<file path="src/pkg/sws_cfg.svh">
// register layout, reset values and widths for the switch status upper fields
// assumes: included by bare name from the package and the design files
`ifndef SWS_CFG_SVH
`define SWS_CFG_SVH

`define SWS_ADDR_W          12
`define SWS_STATUS_OFS      12'h000
`define SWS_CTRL_OFS        12'h004
`define SWS_LOCK_OFS        12'h008
`define SWS_STRAP_LSB       15
`define SWS_STRAP_MSB       19
`define SWS_STRAP_N         5
`define SWS_LOCK_LSB        20
`define SWS_LOCK_MSB        22
`define SWS_LOCK_W          3
`define SWS_RSVD_LSB        23
`define SWS_RSVD_MSB        27
`define SWS_MARK_LSB        28
`define SWS_MARK_MSB        31
`define SWS_MARK_W          4
`define SWS_MARK_RST        4'h0
`define SWS_LOCK_RST        3'h0
`define SWS_LOCK_SRC_W      4
`define SWS_LOCK_MAX        4'hE
`define SWS_CTRL_HOT_BIT    0
`define SWS_CTRL_CAP_BIT    1

`endif

</file>
<file path="src/pkg/sws_pkg.sv">
// types shared by the switch status upper fields block
// assumes: sws_cfg.svh gives widths and offsets
`include "sws_cfg.svh"
package sws_pkg;
    typedef struct packed {
        logic [`SWS_ADDR_W-1:0] paddr;
        logic                   psel;
        logic                   penable;
        logic                   pwrite;
        logic [31:0]            pwdata;
        logic [3:0]             pstrb;
    } sws_apb_req_t;

    typedef struct packed {
        logic [31:0] prdata;
        logic        pready;
        logic        pslverr;
    } sws_apb_rsp_t;

    typedef enum logic [1:0] {
        SWS_CAP_WAIT = 2'h0,
        SWS_CAP_TAKE = 2'h1,
        SWS_CAP_DONE = 2'h3
    } sws_cap_state_t;
endpackage : sws_pkg

</file>
<file path="src/core/sws_status_regs.sv">
// switch status register upper half (bits 15..31) with an APB slave
// assumes: presetn is fundamental reset; hot reset arrives as a pulse or via control reg
// Overview of operation
// - bits 15-19 show straps captured at fundamental reset
// - bits 22:20 show live lock owner, reset zero
// - lock code zero unlocked, else port 1-14
// - bits 31:28 software scratch, reset zero
// - scratch survives hot reset, fundamental clears
`timescale 1ns/1ps
`include "sws_cfg.svh"
module sws_status_regs #(
    parameter int ADDR_W = `SWS_ADDR_W
) (
    // clock and fundamental reset
    input  wire logic                  pclk,
    input  wire logic                  presetn,
    // apb slave
    input  wire sws_pkg::sws_apb_req_t apb_req,
    output sws_pkg::sws_apb_rsp_t      apb_rsp,
    // hot reset request from switch reset sequencer
    input  wire logic                  hot_reset,
    // port-pair join straps 6/7, 8/9, 10/11, 12/13, 14/15
    input  wire logic                  pair_6_7_join_strap,
    input  wire logic                  pair_8_9_join_strap,
    input  wire logic                  pair_10_11_join_strap,
    input  wire logic                  pair_12_13_join_strap,
    input  wire logic                  pair_14_15_join_strap,
    // lock tracker: valid flag and port number
    input  wire logic                  lock_active,
    input  wire logic [3:0]            lock_port,
    // field views for the rest of the switch
    output logic [`SWS_MARK_W-1:0]     marker,
    output logic [`SWS_LOCK_W-1:0]     upstream_lock_owner
);
    import sws_pkg::*;

    logic [`SWS_STRAP_N-1:0] strap_held;
    logic                    strap_done;
    logic [`SWS_LOCK_SRC_W-1:0] lock_full;
    logic [31:0]             rdata_q;
    logic                    hot_req;

    // register select, shared by every offset compare
    function automatic logic reg_hit(input logic [ADDR_W-1:0] addr, input logic [ADDR_W-1:0] ofs);
        return addr == ofs;
    endfunction : reg_hit

    // apb decode
    wire setup      = apb_req.psel && !apb_req.penable;
    wire access     = apb_req.psel && apb_req.penable;
    wire wr_acc     = access && apb_req.pwrite;
    wire hit_status = reg_hit(apb_req.paddr, `SWS_STATUS_OFS);
    wire hit_ctrl   = reg_hit(apb_req.paddr, `SWS_CTRL_OFS);
    wire hit_lock   = reg_hit(apb_req.paddr, `SWS_LOCK_OFS);
    wire mapped     = hit_status || hit_ctrl || hit_lock;
    wire wr_mark    = wr_acc && hit_status && apb_req.pstrb[3];
    wire wr_ctrl    = wr_acc && hit_ctrl && apb_req.pstrb[0];
    wire sw_hot     = wr_ctrl && apb_req.pwdata[`SWS_CTRL_HOT_BIT];
    wire any_hot    = hot_reset || sw_hot;

    sws_strap_capture #(
        .N(`SWS_STRAP_N)
    ) u_cap (
        .pclk      (pclk),
        .presetn   (presetn),
        .strap_in  ({pair_14_15_join_strap, pair_12_13_join_strap, pair_10_11_join_strap,
                     pair_8_9_join_strap, pair_6_7_join_strap}),
        .strap_held(strap_held),
        .captured  (strap_done)
    );

    // lock code: zero when unlocked, else port 1..14, other values fold to zero
    wire lock_ok = lock_active && (lock_port != 4'h0) && (lock_port <= `SWS_LOCK_MAX);
    wire [`SWS_LOCK_SRC_W-1:0] next_lock = lock_ok ? lock_port : 4'h0;

    always_ff @(posedge pclk or negedge presetn) begin
        if (!presetn) begin
            lock_full <= 4'h0;
        end else if (any_hot) begin
            lock_full <= 4'h0;
        end else begin
            lock_full <= next_lock;
        end
    end

    // field holds only three bits; codes above 7 show their low bits
    assign upstream_lock_owner = lock_full[`SWS_LOCK_W-1:0];

    // marker: only fundamental reset clears; hot reset leaves it alone
    always_ff @(posedge pclk or negedge presetn) begin
        if (!presetn) begin
            marker <= `SWS_MARK_RST;
        end else if (wr_mark) begin
            marker <= apb_req.pwdata[`SWS_MARK_MSB:`SWS_MARK_LSB];
        end
    end

    // read mux; reserved bits and bits below 15 read zero
    wire [31:0] status_word = {marker, 5'h00, upstream_lock_owner, strap_held, 15'h0000};
    wire [31:0] ctrl_word   = {30'h0, strap_done, 1'b0};
    wire [31:0] lock_word   = {28'h0000000, lock_full};
    wire [31:0] next_rdata  = hit_status ? status_word :
                              hit_ctrl   ? ctrl_word   :
                              hit_lock   ? lock_word   : 32'h00000000;

    always_ff @(posedge pclk or negedge presetn) begin
        if (!presetn) begin
            rdata_q <= 32'h00000000;
            hot_req <= 1'b0;
        end else begin
            hot_req <= any_hot;
            if (setup && !apb_req.pwrite) begin
                rdata_q <= next_rdata;
            end
        end
    end

    assign apb_rsp.prdata  = rdata_q;
    assign apb_rsp.pready  = 1'b1;
    assign apb_rsp.pslverr = access && !mapped;

    // one read-back check per port-pair strap bit
    for (genvar g = 0; g < `SWS_STRAP_N; g++) begin : g_strap_bit

    end
endmodule : sws_status_regs

</file>
<file path="src/core/sws_strap_capture.sv">
// latches the port-pair join straps once, right after fundamental reset release
// assumes: straps are steady and synchronous to pclk while reset is asserted
`timescale 1ns/1ps
`include "sws_cfg.svh"
module sws_strap_capture #(
    parameter int N = `SWS_STRAP_N
) (
    // clock and fundamental reset
    input  wire logic         pclk,
    input  wire logic         presetn,
    // strap levels and captured copy
    input  wire logic [N-1:0] strap_in,
    output logic      [N-1:0] strap_held,
    output logic              captured
);
    import sws_pkg::*;

    sws_cap_state_t state;
    sws_cap_state_t next_state;
    wire            take = (state == SWS_CAP_TAKE);

    always_comb begin
        unique case (state)
            SWS_CAP_WAIT: next_state = SWS_CAP_TAKE;
            SWS_CAP_TAKE: next_state = SWS_CAP_DONE;
            SWS_CAP_DONE: next_state = SWS_CAP_DONE;
            default:      next_state = SWS_CAP_DONE;
        endcase
    end

    always_ff @(posedge pclk or negedge presetn) begin
        if (!presetn) begin
            state      <= SWS_CAP_WAIT;
            strap_held <= '0;
        end else begin
            state <= next_state;
            if (take) begin
                strap_held <= strap_in;
            end
        end
    end

    assign captured = (state == SWS_CAP_DONE);
endmodule : sws_strap_capture

</file>
<file path="config.mk">
export PLATFORM = sky130hd
export DESIGN_NAME = sws_status_regs
export DESIGN_NICKNAME = d
export VERILOG_FILES = /design/src/pkg/sws_pkg.sv /design/src/core/sws_status_regs.sv /design/src/core/sws_strap_capture.sv
export VERILOG_INCLUDE_DIRS = /design/src /design/src/pkg
export SDC_FILE = /design/constraint.sdc
export NUM_CORES = 1
export LEC_CHECK = 0
export ABC_AREA = 1
export BUFFER_PORTS_ARGS = -buffer_cell sky130_fd_sc_hd__buf_2
export CORE_MARGIN = 10
export CORE_UTILIZATION = 45
export CTS_BUF_LIST = sky130_fd_sc_hd__clkbuf_16
export CTS_CLUSTER_DIAMETER = 30
export DETAILED_ROUTE_END_ITERATION = 7
export GPL_ROUTABILITY_DRIVEN = 1
export PLACE_DENSITY = 0.85
export RECOVER_POWER = 25
export SYNTH_ARGS = -nofsm -noshare
export SYNTH_HDL_FRONTEND = slang
export SYNTH_SLANG_ARGS = --single-unit
export TNS_END_PERCENT = 30
</file>
<file path="constraint.sdc">
create_clock -name pclk -period 1.7 [get_ports pclk]
set_input_delay 0.34 -clock pclk [delete_from_list [all_inputs] [get_ports pclk]]
set_output_delay 0.34 -clock pclk [all_outputs]
set_load 0.05 [all_outputs]
</file>
After elaboration in Yosys (flattened, before gate mapping). Cells that the tools add are included.

Register bits: 47. Latch bits: 0. RAM bits: 0. Bits in read-only memories: 0. Bits of input ports: 64. Output and inout bits: 41. Memories: 0.

$add $sub $neg: 0. Multipliers: 0. Divide/modulo/power cells: 0. $lt $le $gt $ge: 1. Equality and inequality tests: 4. Shift operators: 0. Multiplexer cells: 6. Bitwise operators: 0. Reduce and logical (&&, ||, !) cells: 21.

Operators by type and width (number): 32-bit 2-to-1 mux (1); 4-bit 2-to-1 mux (4); 12-bit by 3-bit == test with 1-bit output (second input constant) (1); 12-bit by 4-bit == test with 1-bit output (second input constant) (1); 1-bit logical AND (12); 12-bit logical NOT (1); 4-bit <= comparator (second input constant) (1); 4-bit nonzero test (1); 1-bit logical NOT (3); 1-bit logical OR (3); 2-bit by 1-bit == test with 1-bit output (second input constant) (1); 2-bit == test (second input constant) (1); 2-bit logical NOT (1); 2-bit 2-to-1 mux (1).

Longest topological paths before layout. Gate-level depths: netlist (run 1).

Depth in word-level cells: 7. Mapped depth: 8.

Modules after synthesis. Synthesis (run 1) repeated with hierarchy kept, for this count alone.

Cells, all modules: 183. Area, all modules: 1599.0 µm².

By module, submodules not included: sws_status_regs (times used 1, cells each 154, area each 1323.8 µm², seq. area each 600.6 µm²); sws_strap_capture (times used 1, cells each 29, area each 275.3 µm², seq. area each 175.2 µm²).

Least setup slack after synthesis (run 1). Ideal clock, no wire load.

Path type: input -> output. Start point: input apb_req[42] (netlist name). End point: output apb_rsp[0] (netlist name). Arrival time: 1.357 ns. Data required time: 1.360 ns. Slack: 0.003 ns. Cell stages on the path: 5. Path buffers: 0. Path through: inv_1 > and3_1 > nand2_1 > nand2_1 > nor2_1.

RTL lines: start: declaration (line sws_status_regs.sv:18) `input wire sws_pkg::sws_apb_req_t apb_req,`; end: declaration (line sws_status_regs.sv:19) `output sws_pkg::sws_apb_rsp_t apb_rsp,`.

==> results of run 1 <==
==> power by group <==
part           switching (mW)  internal (mW)
registers              0.0101          0.760
clock network           0.291          0.681
logic                   0.162         0.0570
==> critical path, stage by stage <==
cell and delay [ns]:
buf_2 0.10, nor2_1 0.09, nand2_1 0.09, nor2_4 0.19, nand2_1 0.09, nand3_1 0.07
nor2_1 0.04, buf_2 0.20
==> final cells by class <==
cell class | count | area share [%]
Multi-Input combinational cell | 126 | 32.5
Timing Repair Buffer | 62 | 16.1
Clock inverter | 3 | 1.95
Clock buffer | 5 | 6.29
Sequential cell | 31 | 39.0
Inverter | 7 | 1.32
Tap cell | 46 | 2.89
==> cell usage after synthesis <==
cell	count	area share [%]
o21bai_2	1	0.72
inv_1	4	0.96
mux2_2	5	3.6
buf_6	2	1.4
nand2_1	51	12
nand2_2	1	0.40
conb_1	2	0.48
nor3_4	1	1.0
a21oi_1	1	0.32
and3_1	1	0.40
nand3_1	13	4.1
o21ai_2	10	5.6
nor2_1	12	2.9
dfrtp_1	31	49
nor3b_4	1	1.2
o21ai_0	5	1.6
nor2_4	1	0.72
or2_2	1	0.40
buf_4	21	10
o21ai_1	2	0.64
nand2_4	1	0.72
nor2_2	1	0.40
inv_2	3	0.72
==> layer usage <==
| metal | vias up | GRT usage [%] | wire length (um) | part of all wire (%) |
|---|---|---|---|---|
| met2 | 37 | 21.3 | 1980 | 54 |
| li1 | 633 | - | - | - |
| met3 | 4 | 4.17 | 215 | 5.8 |
| met4 | 0 | 4.66 | 51 | 1.4 |
| met5 | - | 0 | 0 | 0 |
| met1 | 561 | 12.4 | 1440 | 39 |
==> placed cells by master, fill, tap and decap left out, types with 2 or more instances in the layout <==
master	count
buf_2	57
nand3_1	13
dfrtp_1	31
nor2_1	12
mux2_2	5
inv_2	3
clkbuf_16	5
conb_1	18
buf_4	4
o21ai_0	5
inv_1	4
o21ai_2	10
nand2_1	51
o21ai_1	2
==> through the flow <==
step	power, mW	setup WS [ns]	instances	hold slack, ns
global route	2.04	0.0406	280	0.181
global placement	0.996	0.159	272	0.406
finish	1.96	0.151	280	0.121
floorplan	0.965	0.00338	187	0.0444
CTS	1.98	0.153	280	0.123
detailed placement	1.00	0.153	272	0.406
==> cells by family after synthesis <==
group	after synthesis	share of synthesized area [%]
other cells	2	0.479
compound gates	19	8.85
flops	31	49.4
mux	5	3.59
buf+inv	30	13.2
simple gates	84	24.5
==> sequential cells by signal (all words and copies together), names as in the netlist <==
| name | count |
|---|---|
| u_cap.strap_held | 5 |
| rdata_q | 16 |
| lock_full | 4 |
| u_cap.state | 2 |
| marker | 4 |
==> path summary, 6_finish.rpt <==
kind | from | to | slack [ns] | cells past startpoint
max | apb_req[50] | apb_rsp[0] | 0.15 | 8
min | presetn | rdata_q[17] | 0.12 | 1
max reg2reg | u_cap.state[1] | u_cap.strap_held[3] | 0.62 | 3
min reg2reg | rdata_q[22] | rdata_q[22] | 0.47 | 2
max in group asynchronous | presetn | lock_full[0] | 1.11 | 1
min in group pclk | apb_req[34] | marker[2] | 0.30 | 3
==> summary.md, run 1 <==
| Metric | Value |
|---|---|
| Status | `completed` |
| Max cap viols | `0` |
| # diodes | `0` |
| Wirelength per Cell | `13.2 um` |
| Initial antenna violation count | `0` |
| Final period util | `91.1%` |
| Share of layout cells above drive strength 1 | `40.6%` |
| Cts repair resizes | `0` |
| Placed Area | `roughly 1800 um2` |
| WP data required | `1.36 ns` |
| YS warnings | `0` |
| Library cells used by synthesis | `23` |
| Detailed Route WL | `3690 um` |
| Avg Inst Size Synth | `9.18 um2` |
| Core Box Area | `~3400 um2` |
| Worst relative slew slack | `51.0%` |
| Longest Clk Path Bufs | `2` |
| Peak fanout along the critical path | `6` |
| Die Wd | `a little under 80 um` |
| Initial DRC count | `57` |
| NumNets Final | `297` |
| Setup-failing EPs final | `0` |
| Setup TNS | `0 ns` |
| Min cycle time layout | `1.55 ns` |
| Die height | `79.1 um` |
| Clk sinks | `31` |
| Slew Viols, Final | `0` |
| Clock root buffer | `clkbuf_16` |
| Clk_skew | `0.00236 ns` |
| #FFs+latches synth | `31` |
| Via-to-Cell Ratio | `4.41` |
| Post-Syn Instances | `171` |
| Hold Fails Final Rpt | `0` |
| Mapped Area | `1570 um2` |
| Sequential-to-total area share from yosys stat | `49.4%` |
| CTS buffer count | `5` |
| Final Instance Area | `~2000 um2` |
| LEAKAGE | `1.10 nW` |
| Post-CTS Hold Buffers | `0` |
| Number of global-route vias before repair | `1280` |
| First-pass GRT wire length | `5950 um` |
| Starting Density | `between 40% and 50%` |
| Max IR drop VDD | `~0.66 mV` |
| Seq. cell area | `776 um2` |
| CP Capture Type | `primary output` |
| I/O Buffers | `58` |
| Grt ovf | `0` |
| Clk_lat worst skew | `0.27 ns` |
| DP HPWL | `approximately 3000 um` |
| Post-CTS Setup Bufs | `0` |
| Worst slew pin tran | `0.735 ns` |
| # DRC | `0` |
| Worst setup path class | `input port to primary output` |
| Crit path DAT | `1.21 ns` |
| Startpoint types | `input port` |
| Row cnt | `21` |
| Worst min-delay path category | `input port to asynchronous set/reset pin` |
| Total track usage | `11.9%` |
| CTS tree | `yes` |
| H-tree depth | `2` |
| Fill count | `314` |
| Area Growth Syn to Fin | `26.9%` |
| RSZ-0062 raised after global routing | `false` |
| Largest net degree at the start of global routing | `32` |
| Top-Level Pins | `105` |
| Die area | `6250 um2` |
| Worst-path clk slew | `0.05 ns` |
| Final core utilization | `59.2%` |
| F_max | `645 MHz` |
| RePlAce Congestion | `0.822` |
| Power per Cell Area | `985 nW/um2` |
| Detailed-route via count | `1235` |
| First-pass iteration count of the detailed router | `4` |
| Antenna-violating nets left | `0` |
| Multi-input logic area | `~650 um2` |
Note: power is estimated with default switching activity, not from simulation.
==> inputs of run 2 (changes only) <==
- CELL_PAD_IN_SITES_DETAIL_PLACEMENT: default -> 0
- CELL_PAD_IN_SITES_GLOBAL_PLACEMENT: default -> 1
- CORE_UTILIZATION: 45 -> 31
- PLACE_DENSITY: 0.85 -> default
- PLACE_DENSITY_LB_ADDON: default -> 0.1
==> summary.md, run 2 (synthesis results as in run 1) <==
| Metric | Value |
|---|---|
| Die area | `8310 um2 (was 6250 um2)` |
| Initial antenna violation count | `0 (unchanged)` |
| Setup-failing EPs final | `0 (unchanged)` |
| Max cap viols | `0 (unchanged)` |
| Min cycle time layout | `1.56 ns (was 1.55 ns)` |
| Clk_lat worst skew | `0.27 ns (about the same)` |
| Setup TNS | `0 ns (unchanged)` |
| Row cnt | `25 (was 21)` |
| Area Growth Syn to Fin | `27.4% (was 26.9%)` |
| DP HPWL | `3290 um (was 2980 um)` |
| Peak fanout along the critical path | `6 (unchanged)` |
| Antenna-violating nets left | `0 (unchanged)` |
| Starting Density | `32.6% (was 46.7%)` |
| Total track usage | `10.1% (was 11.9%)` |
| Top-Level Pins | `105 (unchanged)` |
| CP Capture Type | `primary output (unchanged)` |
| Core Box Area | `4820 um2 (was 3360 um2)` |
| Detailed-route via count | `1246 (was 1235)` |
| I/O Buffers | `58 (unchanged)` |
| CTS tree | `yes (unchanged)` |
| Clk_skew | `0.00262 ns (was 0.00236 ns)` |
| Clock root buffer | `clkbuf_16 (unchanged)` |
| Largest regs | `rdata_q x16, u_cap.strap_held x5 (unchanged)` |
| Grt ovf | `0 (unchanged)` |
| Commonest non-fill, non-tap cells in the layout | `56 x buf_2, 50 x nand2_1, 31 x dfrtp_1, 18 x conb_1, 13 x nand3_1 (was 57 x buf_2, 51 x nand2_1, 31 x dfrtp_1, 18 x conb_1, 13 x nand3_1)` |
| Crit path DAT | `1.22 ns (was 1.21 ns)` |
| Die Wd | `91.1 um (was 79.1 um)` |
| CTS buffer count | `5 (unchanged)` |
| Die height | `91.1 um (was 79.1 um)` |
| Wirelength per Cell | `13.1 um (was 13.2 um)` |
| Longest Clk Path Bufs | `2 (unchanged)` |
| Initial DRC count | `45 (was 57)` |
| Worst setup path class | `input port to primary output (unchanged)` |
| Worst slew pin tran | `0.777 ns (was 0.735 ns)` |
| Startpoint types | `input port (unchanged)` |
| Worst relative slew slack | `48.2% (was 51.0%)` |
| Via-to-Cell Ratio | `4.14 (was 4.41)` |
| Worst setup margin | `0.135 ns (was 0.151 ns)` |
| Worst-path clk slew | `0.05 ns (about the same)` |
| Most flop-heavy register | `rdata_q (unchanged)` |
| Pre-CTS WS | `0.101 ns (was 0.153 ns)` |
| Final period util | `92.0% (was 91.1%)` |
| Max IR drop VDD | `0.332 mV (was 0.664 mV)` |
| H-tree depth | `2 (unchanged)` |
| F_max | `639 MHz (was 645 MHz)` |
| # DRC | `0 (unchanged)` |
| Status | `completed (unchanged)` |
| WP data required | `1.36 ns (about the same)` |
| RSZ-0062 raised after global routing | `false (unchanged)` |
| Detailed Route WL | `3950 um (was 3690 um)` |
| Worst min-delay path category | `input port to asynchronous set/reset pin (unchanged)` |
| Post-CTS Setup Bufs | `0 (unchanged)` |
| Commonest non-fill, non-tap cell in the layout | `buf_2 (unchanged)` |
| Number of global-route vias before repair | `1409 (was 1280)` |
| Clk sinks | `31 (unchanged)` |
| Largest net degree at the start of global routing | `32 (unchanged)` |
| LEAKAGE | `1.09 nW (was 1.10 nW)` |
| Share of layout cells above drive strength 1 | `41.0% (was 40.6%)` |
| # diodes | `0 (unchanged)` |
| Max reg flops | `16 (unchanged)` |
| Slew Viols, Final | `0 (unchanged)` |
| NumNets Final | `298 (was 297)` |
| First-pass GRT wire length | `6860 um (was 5950 um)` |
| Power per Cell Area | `893 nW/um2 (was 985 nW/um2)` |
| First-pass iteration count of the detailed router | `4 (unchanged)` |
| RePlAce Congestion | `0.781 (was 0.822)` |
| Hold Fails Final Rpt | `0 (unchanged)` |
-- run 2: cell count changes in the layout (fill, tap and decap cells not counted) --
cell / change
buf_4: +2
buf_2: -1
bufinv_16: -1
nand2_1: -1
nand2_2: +1
-- run 2: critical path: stages --
cell and delay [ns]:
buf_2 0.10, nor2_1 0.09, nand2_1 0.09, nor2_4 0.20
nand2_1 0.10, nand2_1 0.07, nor2_1 0.04, buf_4 0.18
-- run 2: layout make-up --
cell class | instances | area [um2]
Multi-Input combinational cell | 126 | 649
Sequential cell | 31 | 776
Tap cell | 67 | 83.8
Fill cell | 517 | 2820
Timing Repair Buffer | 63 | 330
Clock buffer | 5 | 125
Clock inverter | 2 | 8.76
Inverter | 7 | 26.3
-- run 2: routing by layer --
metal | track usage (%) | up-vias | share of wire, %
met2 | 17.4 | 43 | 51
met3 | 3.87 | 5 | 6.3
li1 | - | 634 | -
met4 | 3.92 | 0 | 1.7
met1 | 11.0 | 564 | 41
met5 | 0 | - | 0
-- run 2: final timing paths --
path	startpoint	endpoint	slack [ns]	cells after the start
setup reg to reg	u_cap.state[1]	u_cap.strap_held[3]	0.63	3
setup / recovery	apb_req[44]	apb_rsp[0]	0.14	8
hold reg to reg	rdata_q[17]	rdata_q[17]	0.47	2
min in group pclk	apb_req[34]	marker[2]	0.30	3
max in group asynchronous	presetn	rdata_q[1]	1.07	1
hold / removal	presetn	u_cap.strap_held[0]	0.14	1
-- run 2: where the power goes --
part / internal (mW) / total (mW) / switching (mW) / leakage (nW)
registers: 0.761 / 0.771 / 0.0104 / 0.412
clock network: 0.522 / 0.791 / 0.269 / 0.0671
logic: 0.0588 / 0.223 / 0.164 / 0.609
total: 1.34 / 1.79 / 0.444 / 1.09
-- run 2: timing repair --
| item | in CTS | in global routing |
|---|---|---|
| hold buffers | 0 | 0 |
| gates resized for setup | 0 | 3 |
| endpoints found under the setup margin | 0 | 1 |
-- run 2: stage by stage --
step | cell area (um2) | hold WS (ns) | total power [mW] | cells | utilization, %
2_1_floorplan | 1630 | 0.0444 | 0.965 | 187 | -
6_report | 2000 | 0.143 | 1.79 | 301 | 41.5
3_3_place_gp | 1860 | 0.411 | 1.00 | 294 | 38.6
5_1_grt | 2000 | 0.201 | 1.88 | 301 | 41.5
3_5_place_dp | 1860 | 0.421 | 1.01 | 294 | 38.6
4_1_cts | 1990 | 0.132 | 1.81 | 301 | 41.4
